--- config.mk ---
export PLATFORM = sky130hd
export DESIGN_NAME = rstint_top
export DESIGN_NICKNAME = d
export VERILOG_FILES = /design/src/logic/rstint_pkg.sv /design/src/logic/rstint_pin_if.sv /design/src/logic/rstint_sync.sv /design/src/logic/rstint_pod.sv /design/src/logic/rstint_top.sv
export VERILOG_INCLUDE_DIRS = /design/src /design/src/logic
export SDC_FILE = /design/constraint.sdc
export NUM_CORES = 1
export LEC_CHECK = 0
export BUFFER_PORTS_ARGS = -buffer_cell sky130_fd_sc_hd__buf_2
export CAP_MARGIN = 20
export CORE_UTILIZATION = 35
export CTS_CLUSTER_DIAMETER = 40
export DETAILED_ROUTE_END_ITERATION = 10
export GPL_ROUTABILITY_DRIVEN = 0
export HOLD_SLACK_MARGIN = 0.1
export SYNTH_ARGS = -nofsm -noshare
export SYNTH_HDL_FRONTEND = slang
export SYNTH_HIERARCHICAL = 1
export SYNTH_SLANG_ARGS = --single-unit
--- constraint.sdc ---
create_clock -name aclk -period 4.1 [get_ports aclk]
set_clock_uncertainty 0.15 [all_clocks]
set_input_delay 0.205 -clock aclk [delete_from_list [all_inputs] [get_ports aclk]]
set_output_delay 0.205 -clock aclk [all_outputs]
set_load 0.05 [all_outputs]
--- src/logic/rstint_defs.svh ---
// constants of the reset and interrupt control block
`ifndef RSTINT_DEFS_SVH
`define RSTINT_DEFS_SVH
`define RI_ADDR_W       8
`define RI_IDX_HI       7
`define RI_IDX_LO       2
`define RI_IDX_CTRL     6'h08
`define RI_IDX_STAT     6'h09
`define RI_IDX_KWEN     6'h0a
`define RI_CTRL_EXT_EN  7
`define RI_CTRL_KW_EN   4
`define RI_CTRL_EDGE    3
`define RI_STAT_EXT_F   7
`define RI_STAT_KW_F    4
`define RI_STAT_EXT_CLR 3
`define RI_STAT_KW_CLR  0
`define RI_KEYS         4
`define RI_PINS         6
`define RI_PIN_EXT      0
`define RI_PIN_RST      1
`define RI_PIN_KEY      2
`define RI_PINS_IDLE    6'h3f
`define RI_RESP_OKAY    2'h0
`define RI_RESP_SLVERR  2'h2
`define RI_POD_W        15
`define RI_POD_MIN      15'h3f00
`define RI_POD_MAX      15'h4000
`define RI_VEC_W        13
`define RI_VEC_RESET    13'h1ffe
`define RI_VEC_SWI      13'h1ffc
`define RI_VEC_EXT      13'h1ffa
`define RI_VEC_KEY      13'h1ff8
`define RI_VEC_PWC      13'h1ff6
`define RI_VEC_EVT      13'h1ff4
`define RI_VEC_SPI      13'h1ff2
`define RI_VEC_TB       13'h1ff0
`define RI_NSRC         6
`define RI_SRC_EXT      0
`define RI_SRC_KEY      1
`define RI_SRC_PWC      2
`define RI_SRC_EVT      3
`define RI_SRC_SPI      4
`define RI_SRC_TB       5
`endif

--- src/logic/rstint_pkg.sv ---
// types of the reset and interrupt control block
`include "rstint_defs.svh"
package rstint_pkg;
    typedef enum logic [1:0] {SEL_CTRL, SEL_STAT, SEL_KWEN, SEL_NONE} rstint_sel_t;

    typedef struct packed {
        logic                   rst;
        logic                   ext_low_prev;
        logic                   wd_prev;
        logic                   op_mode;
        logic                   ext_en;
        logic                   kw_en;
        logic                   edge_only;
        logic                   ext_flag;
        logic [`RI_KEYS-1:0]    kw_latch;
        logic [`RI_KEYS-1:0]    kw_inen;
        logic [`RI_PINS-1:0]    pin_prev;
        logic                   ext_line;
        logic                   int_take;
        logic [`RI_VEC_W-1:0]   vector;
        logic                   vec_valid;
        logic                   mask_set;
        logic                   awrdy;
        logic                   wrdy;
        logic                   aw_have;
        logic                   w_have;
        logic [`RI_ADDR_W-1:0]  awaddr;
        logic [7:0]             wdata;
        logic                   wstrb0;
        logic                   bvalid;
        logic [1:0]             bresp;
        logic                   arrdy;
        logic                   rvalid;
        logic [7:0]             rdata;
        logic [1:0]             rresp;
    } rstint_st_t;

    typedef struct packed {
        logic [`RI_PINS-1:0] s1;
        logic [`RI_PINS-1:0] s2;
        logic [`RI_PINS-1:0] s3;
        logic [`RI_PINS-1:0] clean;
    } rstint_sync_st_t;

    typedef struct packed {
        logic [`RI_POD_W-1:0] cnt;
        logic                 busy;
    } rstint_pod_st_t;
endpackage

--- src/logic/rstint_pin_if.sv ---
// raw and cleaned pin levels between top and synchroniser
`include "rstint_defs.svh"
interface rstint_pin_if;
    logic [`RI_PINS-1:0] raw;
    logic [`RI_PINS-1:0] clean;
    modport sync (input raw, output clean);
    modport user (output raw, input clean);
endinterface

--- src/logic/rstint_sync.sv ---
// three-stage pin synchroniser with agreement filter
`include "rstint_defs.svh"
module rstint_sync import rstint_pkg::*; (
    // clock and reset
    input  wire logic   aclk,
    input  wire logic   aresetn,
    // pins
    rstint_pin_if.sync  pins
);
    rstint_sync_st_t st, nx;

    always_comb begin
        nx = st;
        nx.s1 = pins.raw;
        nx.s2 = st.s1;
        nx.s3 = st.s2;
        for (int i = 0; i < `RI_PINS; i++) begin
            // a bit counts only once stages two and three agree
            if (st.s2[i] == st.s3[i]) begin
                nx.clean[i] = st.s3[i];
            end
        end
    end

    always_ff @(posedge aclk) begin
        if (!aresetn) begin
            st <= '{default: `RI_PINS_IDLE};
        end else begin
            st <= nx;
        end
    end

    assign pins.clean = st.clean;
endmodule // rstint_sync

--- src/logic/rstint_pod.sv ---
// power-on oscillator delay counter
`include "rstint_defs.svh"
module rstint_pod import rstint_pkg::*; #(
    parameter logic [`RI_POD_W-1:0] POD_CYCLES = `RI_POD_MAX
) (
    // clock and power-up reset
    input  wire logic aclk,
    input  wire logic aresetn,
    // delay state
    output logic      busy
);
    rstint_pod_st_t st, nx;

    always_comb begin
        nx = st;
        if (st.cnt != POD_CYCLES) begin
            nx.cnt = st.cnt + `RI_POD_W'(1);
        end
        nx.busy = (nx.cnt != POD_CYCLES);
    end

    always_ff @(posedge aclk) begin
        if (!aresetn) begin
            st <= '{cnt: '0, busy: 1'b1};
        end else begin
            st <= nx;
        end
    end

    assign busy = st.busy;
endmodule // rstint_pod

--- src/logic/rstint_top.sv ---
// reset sequencing and interrupt control with an AXI4-Lite register port
//
// Register access over AXI4-Lite was decided locally.
`include "rstint_defs.svh"
module rstint_top import rstint_pkg::*; #(
    parameter logic [`RI_POD_W-1:0] POD_CYCLES = `RI_POD_MAX
) (
    // clock and power-up reset
    input  wire logic                  aclk,
    input  wire logic                  aresetn,
    // reset sources and mode strap
    input  wire logic                  ext_reset_pin_n,
    input  wire logic                  watchdog_timeout_reset,
    input  wire logic                  watchdog_enable,
    input  wire logic                  mode_strap,
    output logic                       sys_reset,
    output logic                       op_mode,
    // interrupt pins and peripheral requests
    input  wire logic                  ext_int_pin_n,
    input  wire logic [`RI_KEYS-1:0]   key_wake_pins_n,
    input  wire logic                  pulse_width_int,
    input  wire logic                  event_count_int,
    input  wire logic                  serial_periph_int,
    input  wire logic                  timebase_int,
    // cpu core handshake
    input  wire logic                  cpu_imask,
    input  wire logic                  cpu_insn_done,
    input  wire logic                  cpu_stacked,
    input  wire logic                  soft_trap_instr,
    output logic                       int_take,
    output logic [`RI_VEC_W-1:0]       vector_addr,
    output logic                       vector_valid,
    output logic                       cpu_mask_set,
    output logic                       ext_int_line,
    // axi4-lite write
    input  wire logic [`RI_ADDR_W-1:0] s_axi_awaddr,
    input  wire logic                  s_axi_awvalid,
    output logic                       s_axi_awready,
    input  wire logic [31:0]           s_axi_wdata,
    input  wire logic [3:0]            s_axi_wstrb,
    input  wire logic                  s_axi_wvalid,
    output logic                       s_axi_wready,
    output logic [1:0]                 s_axi_bresp,
    output logic                       s_axi_bvalid,
    input  wire logic                  s_axi_bready,
    // axi4-lite read
    input  wire logic [`RI_ADDR_W-1:0] s_axi_araddr,
    input  wire logic                  s_axi_arvalid,
    output logic                       s_axi_arready,
    output logic [31:0]                s_axi_rdata,
    output logic [1:0]                 s_axi_rresp,
    output logic                       s_axi_rvalid,
    input  wire logic                  s_axi_rready
);
    localparam rstint_st_t RST_ST = '{rst: 1'b1, ext_line: 1'b1, pin_prev: `RI_PINS_IDLE,
                                      vector: `RI_VEC_RESET, mask_set: 1'b1, default: '0};

    rstint_st_t             st, nx;
    rstint_pin_if           pins ();
    logic                   pod_busy;
    logic                   ext_low;
    logic                   wd_act;
    logic                   ext_end;
    logic                   wd_end;
    logic                   ext_fall;
    logic [`RI_KEYS-1:0]    key_fall;
    logic                   wr_fire;
    rstint_sel_t            wr_sel;
    logic                   wr_ext_clr;
    logic                   wr_kw_clr;
    logic [`RI_NSRC-1:0]    req;

    function automatic rstint_sel_t decode(input logic [`RI_ADDR_W-1:0] a);
        case (a[`RI_IDX_HI:`RI_IDX_LO])
            `RI_IDX_CTRL: decode = SEL_CTRL;
            `RI_IDX_STAT: decode = SEL_STAT;
            `RI_IDX_KWEN: decode = SEL_KWEN;
            default:      decode = SEL_NONE;
        endcase
    endfunction

    // highest vector wins among pending sources
    function automatic logic [`RI_VEC_W-1:0] pick(input logic [`RI_NSRC-1:0] r);
        if (r[`RI_SRC_EXT]) begin
            pick = `RI_VEC_EXT;
        end else if (r[`RI_SRC_KEY]) begin
            pick = `RI_VEC_KEY;
        end else if (r[`RI_SRC_PWC]) begin
            pick = `RI_VEC_PWC;
        end else if (r[`RI_SRC_EVT]) begin
            pick = `RI_VEC_EVT;
        end else if (r[`RI_SRC_SPI]) begin
            pick = `RI_VEC_SPI;
        end else begin
            pick = `RI_VEC_TB;
        end
    endfunction

    assign pins.raw = {key_wake_pins_n, ext_reset_pin_n, ext_int_pin_n};

    rstint_sync u_sync (
        .aclk    (aclk),
        .aresetn (aresetn),
        .pins    (pins)
    );

    rstint_pod #(.POD_CYCLES(POD_CYCLES)) u_pod (
        .aclk    (aclk),
        .aresetn (aresetn),
        .busy    (pod_busy)
    );

    assign ext_low    = !pins.clean[`RI_PIN_RST];
    assign wd_act     = watchdog_timeout_reset && watchdog_enable;
    assign ext_end    = st.ext_low_prev && !ext_low;
    assign wd_end     = st.wd_prev && !wd_act;
    assign ext_fall   = st.pin_prev[`RI_PIN_EXT] && !pins.clean[`RI_PIN_EXT];
    assign key_fall   = st.pin_prev[`RI_PIN_KEY +: `RI_KEYS] & ~pins.clean[`RI_PIN_KEY +: `RI_KEYS];
    assign wr_fire    = st.aw_have && st.w_have && !st.bvalid;
    assign wr_sel     = decode(st.awaddr);
    assign wr_ext_clr = wr_fire && st.wstrb0 && wr_sel == SEL_STAT && st.wdata[`RI_STAT_EXT_CLR];
    assign wr_kw_clr  = wr_fire && st.wstrb0 && wr_sel == SEL_STAT && st.wdata[`RI_STAT_KW_CLR];
    assign req[`RI_SRC_EXT] = st.ext_flag && st.ext_en;
    assign req[`RI_SRC_KEY] = (|st.kw_latch) && st.kw_en;
    assign req[`RI_SRC_PWC] = pulse_width_int;
    assign req[`RI_SRC_EVT] = event_count_int;
    assign req[`RI_SRC_SPI] = serial_periph_int;
    assign req[`RI_SRC_TB]  = timebase_int;

    always_comb begin
        nx = st;
        nx.int_take  = 1'b0;
        nx.vec_valid = 1'b0;
        // plain registered or of sources: pod end alone never releases early
        nx.rst = pod_busy || ext_low || wd_act;
        nx.ext_low_prev = ext_low;
        nx.wd_prev = wd_act;
        if (ext_end || wd_end) begin
            nx.op_mode = mode_strap;
        end
        nx.pin_prev = pins.clean;
        nx.ext_line = pins.clean[`RI_PIN_EXT];

        // write channel
        if (st.bvalid && s_axi_bready) begin
            nx.bvalid = 1'b0;
        end
        if (st.awrdy && s_axi_awvalid) begin
            nx.aw_have = 1'b1;
            nx.awaddr  = s_axi_awaddr;
        end
        if (st.wrdy && s_axi_wvalid) begin
            nx.w_have = 1'b1;
            nx.wdata  = s_axi_wdata[7:0];
            nx.wstrb0 = s_axi_wstrb[0];
        end
        if (wr_fire) begin
            nx.aw_have = 1'b0;
            nx.w_have  = 1'b0;
            nx.bvalid  = 1'b1;
            nx.bresp   = (wr_sel == SEL_NONE) ? `RI_RESP_SLVERR : `RI_RESP_OKAY;
            if (st.wstrb0) begin
                case (wr_sel)
                    SEL_CTRL: begin
                        // only the three control bits store, others ignore writes
                        nx.ext_en    = st.wdata[`RI_CTRL_EXT_EN];
                        nx.kw_en     = st.wdata[`RI_CTRL_KW_EN];
                        nx.edge_only = st.wdata[`RI_CTRL_EDGE];
                    end
                    SEL_KWEN: begin
                        nx.kw_inen = st.wdata[`RI_KEYS-1:0];
                    end
                    default: begin
                    end
                endcase
            end
        end
        nx.awrdy = !nx.aw_have && !nx.bvalid;
        nx.wrdy  = !nx.w_have && !nx.bvalid;

        // read channel
        if (st.rvalid && s_axi_rready) begin
            nx.rvalid = 1'b0;
        end
        if (st.arrdy && s_axi_arvalid) begin
            nx.rvalid = 1'b1;
            nx.rresp  = `RI_RESP_OKAY;
            nx.rdata  = 8'h00;
            case (decode(s_axi_araddr))
                SEL_CTRL: begin
                    nx.rdata[`RI_CTRL_EXT_EN] = st.ext_en;
                    nx.rdata[`RI_CTRL_KW_EN]  = st.kw_en;
                    nx.rdata[`RI_CTRL_EDGE]   = st.edge_only;
                end
                SEL_STAT: begin
                    // clear bits are write-only and read zero
                    nx.rdata[`RI_STAT_EXT_F] = st.ext_flag;
                    nx.rdata[`RI_STAT_KW_F]  = |st.kw_latch;
                end
                SEL_KWEN: begin
                    nx.rdata[`RI_KEYS-1:0] = st.kw_inen;
                end
                default: begin
                    nx.rresp = `RI_RESP_SLVERR;
                end
            endcase
        end
        nx.arrdy = !nx.rvalid;

        // flags: set wins over a clear in the same cycle
        if (wr_ext_clr) begin
            nx.ext_flag = 1'b0;
        end
        if (ext_fall || (!st.edge_only && !pins.clean[`RI_PIN_EXT])) begin
            nx.ext_flag = 1'b1;
        end
        for (int i = 0; i < `RI_KEYS; i++) begin
            if (wr_kw_clr) begin
                nx.kw_latch[i] = 1'b0;
            end
            if (key_fall[i] && st.kw_inen[i]) begin
                nx.kw_latch[i] = 1'b1;
            end
        end

        // taken only at an instruction boundary, never mid-instruction
        if (cpu_insn_done && (|req) && !cpu_imask) begin
            nx.int_take = 1'b1;
        end
        // vector chosen after stacking; trap needs no mask check
        if (cpu_stacked && (|req)) begin
            nx.vector    = pick(req);
            nx.vec_valid = 1'b1;
        end else if (soft_trap_instr) begin
            nx.vector    = `RI_VEC_SWI;
            nx.vec_valid = 1'b1;
        end
        // return from trap restores cpu state itself; nothing is held here for it
        nx.mask_set = nx.int_take;

        if (st.rst) begin
            nx.ext_en    = 1'b0;
            nx.kw_en     = 1'b0;
            nx.edge_only = 1'b0;
            nx.ext_flag  = 1'b0;
            nx.kw_latch  = '0;
            nx.kw_inen   = '0;
            nx.int_take  = 1'b0;
            nx.vec_valid = 1'b0;
            nx.vector    = `RI_VEC_RESET;
            nx.mask_set  = 1'b1;
        end
    end

    always_ff @(posedge aclk) begin
        if (!aresetn) begin
            st <= RST_ST;
        end else begin
            st <= nx;
        end
    end

    assign sys_reset     = st.rst;
    assign op_mode       = st.op_mode;
    assign int_take      = st.int_take;
    assign vector_addr   = st.vector;
    assign vector_valid  = st.vec_valid;
    assign cpu_mask_set  = st.mask_set;
    assign ext_int_line  = st.ext_line;
    assign s_axi_awready = st.awrdy;
    assign s_axi_wready  = st.wrdy;
    assign s_axi_bresp   = st.bresp;
    assign s_axi_bvalid  = st.bvalid;
    assign s_axi_arready = st.arrdy;
    assign s_axi_rdata   = {24'h000000, st.rdata};
    assign s_axi_rresp   = st.rresp;
    assign s_axi_rvalid  = st.rvalid;
endmodule // rstint_top

==> impl_metrics.tcl <==
set metrics [dict create \
    drive_above_1_share_pct 18.8 \
    synth_edf_count 0 \
    gr-usage-all-layers_pct 14.2 \
    core_area_sq_um 11600 \
    grt_pass1_vias 3061 \
    syn_inst 461 \
    path_cells "dlygate4sd3_1, buf_2, nor4_1, a311o_1, dlygate4sd3_1, nand2_1" \
    vias_per_cell 4.73 \
    cp.depth 6 \
    cp.required_ps 4180 \
    routed_wl_mm 8.51 \
    drtPass1Iterations 9 \
    synthFlopType "dfxtp_1" \
    overflow 0 \
    nets 626 \
    clockBufferDepth 2 \
    reg2reg_depth 6 \
    cp.arrival_ps 2360 \
    area_growth_syn_to_layout_pct 21.5 \
    crit_type "in -> reg" \
    path_common_cell "dlygate4sd3_1" \
    antenna_found_initial 0 \
    cp-end-kind "flop" \
    initial_utilization_pct 36.6 \
    timing.final.crit_share_pct 55.8 \
    fin_util_pct 44.5 \
    clock_latency_ps 340 \
    slowest_stage "nor4_1" \
    antenna_cells 0 \
    synth_area_per_cell_sq_um 9.23 \
    dp_hpwl_mm 5.68 \
    fmax_ghz 0.437 \
    synth_top_area_cell "dfxtp_1" \
    worst_hold_path_type "in -> reg" \
    failed_checks "DRC" \
    clockRootBuffer "clkbuf_16" \
    critPathMaxStageDelay_ps 600 \
    cp_max_fo 5 \
    via_count 3293 \
    rsz0062_at_grt "no" \
    maxSlewViolCount 0 \
    status "finished, violations left" \
    synth-seq-cells 96 \
    chipHeight_um 112 \
    worst_slew_pin_slew_ps 730 \
    min_period_ps 2290 \
    drt_iter0_markers 163 \
    ios 136 \
    drc 9 \
    io_buffers 73 \
    die_area_sq_um 12600 \
    cts_sinks 96 \
    routedWlPerCell_um 12.2 \
    post_cts.repair.setup_buffers 0 \
    timing.rr.start "u_pod/st[2]" \
    cp-start-kind "primary input" \
    hold_buffers 47 \
    netlist_area_sq_um 4260 \
    rr_endpoint "u_pod/busy" \
    ff2ff_setup_slack_ps 1850 \
    peakVddDrop_v 0.000177 \
    hold_viol_final 0 \
    maxCapViolations 0 \
    slew_headroom_pct 51.3 \
    leakagePower_nw 2.03 \
    chipWidth_um 112 \
    cts-htree-levels 3 \
    synthArstFlopShare_pct 0 \
    synth-seq-area-share_pct 45.2 \
    cts_tree "built" \
    synth_top_area_share_pct 45.2 \
    clk_pin_slew_worst_paths_ps 70 \
    grt_start_max_net_pins 41 \
    pwr_density_cell_nw_per_um2 386 \
    critical-path-top-delay-family "buffers and inverters" \
    synth.distinct_cells 60 \
    startpoint "pulse_width_int" \
    endpoint "cpu_mask_set" \
    row_count 39 \
    cts_resized 0 \
    cts_buffers 9 \
    antenna_left 0 \
    setup_violations 0 \
    setup_tns_ps 0 \
    critPathBufInv 3 \
    synthTopCellsByArea "dfxtp_1, buf_4, a21oi_1" \
    yosysWarnings 6 \
    grt_pass1_wl_mm 14.2 \
]
==> through the flow <==
| stage | setup WS, ps | cell area (sq um) | hold slack [ps] | cells | total power [mW] |
|---|---|---|---|---|---|
| 2_1_floorplan | 2120 | 4360 | 128 | 489 | 1.15 |
| 3_5_place_dp | 1840 | 4400 | 239 | 633 | 1.17 |
| 5_1_grt | 1650 | 5170 | 108 | 696 | 2.09 |
| 3_3_place_gp | 1880 | 4400 | 239 | 633 | 1.16 |
| 4_1_cts | 1820 | 5170 | 105 | 696 | 2.03 |
| 6_report | 1810 | 5170 | 115 | 696 | 2.00 |
==> placed cells by master, fill, tap and decap left out, types with 3 or more instances in the layout <==
cell type,netlist,routed
nand3_1,17,17
clkbuf_16,0,9
mux2i_1,10,10
nand3b_1,4,4
dfxtp_1,96,96
xnor2_1,9,9
or3_1,4,4
and3_1,6,6
or2b_1,4,4
dlygate4sd3_1,0,47
nand2_1,45,45
nor2_1,18,18
o21ai_0,13,13
nor2b_1,5,5
nor4_1,5,5
nand2b_1,24,24
or4_1,3,3
a21oi_1,34,34
and2_1,12,12
nand4b_1,5,5
a31oi_1,3,3
nand4_1,5,5
buf_2,3,73
inv_6,0,3
xor2_1,5,5
conb_1,1,29
inv_1,12,12
nor3_1,6,6
a32o_1,3,3
==> cell type report <==
type	count	area (sq um)
inverter	12	45.0
clock inverter	6	57.6
tap	143	179
clock buffer	10	239
sequential	96	1920
multi-input combinational	307	1880
timing repair buffer	122	851
fill	1091	6440
==> routing by layer <==
metal | wire [um] | track usage [%] | vias to the layer above
li1 | - | - | 1687
met1 | 3730 | 16.9 | 1504
met2 | 4250 | 24.8 | 92
met3 | 403 | 3.24 | 10
met4 | 122 | 5.33 | 0
met5 | 0 | 0 | -
==> sequential cells by signal, summed over array words and instances (netlist names), 4 cells and up <==
signal	count
s_axi_rdata	6
st	34
u_pod/st	15
u_sync/nx	12
u_sync/pins.clean	6
u_sync/st	6
vector_addr	4
==> cells by family after synthesis <==
| group | share of synthesized area, % |
|---|---|
| fa+ha+maj | 0.588 |
| compound gates | 11.5 |
| mux | 2.35 |
| flops | 45.2 |
| simple gates | 24.2 |
| other cells | 0.0881 |
| xor+xnor | 2.88 |
| buf+inv | 13.2 |
==> tightest hold or removal path: stages <==
cell	delay [ps]
buf_2	80
or4b_4	130
a2111o_1	90
a21oi_1	50
==> Yosys cell counts, types with 4 or more instances <==
cell / number
dfxtp_1: 96
buf_4: 56
nand2_1: 45
a21oi_1: 34
nand2b_1: 24
nor2_1: 18
nand3_1: 17
o21ai_0: 13
and2_1: 12
inv_1: 12
clkbuf_1: 11
mux2i_1: 10
xnor2_1: 9
and3_1: 6
nor3_1: 6
nand4_1: 5
nand4b_1: 5
nor2b_1: 5
nor4_1: 5
xor2_1: 5
nand3b_1: 4
or2b_1: 4
or3_1: 4
==> power by group <==
group	switching [mW]	internal, mW
clock	0.376	0.444
combinational	0.132	0.0733
sequential	0.0190	0.955
==> how the worst min path moves through the flow <==
| stage | from | end | slack, ps | cells past startpoint |
|---|---|---|---|---|
| final | s_axi_araddr[7] | s_axi_rdata[4] | 120 | 4 |
| after global routing | s_axi_araddr[7] | s_axi_rdata[4] | 110 | 4 |
| after CTS | s_axi_araddr[7] | s_axi_rdata[4] | 100 | 4 |
| after detailed placement | key_wake_pins_n[2] | u_sync/nx[16] | 240 | 2 |
| after global placement | key_wake_pins_n[3] | u_sync/nx[17] | 240 | 2 |
| after floorplan | aresetn | st[53] | 130 | 1 |
No activity file was read; power rests on OpenSTA's default activity.
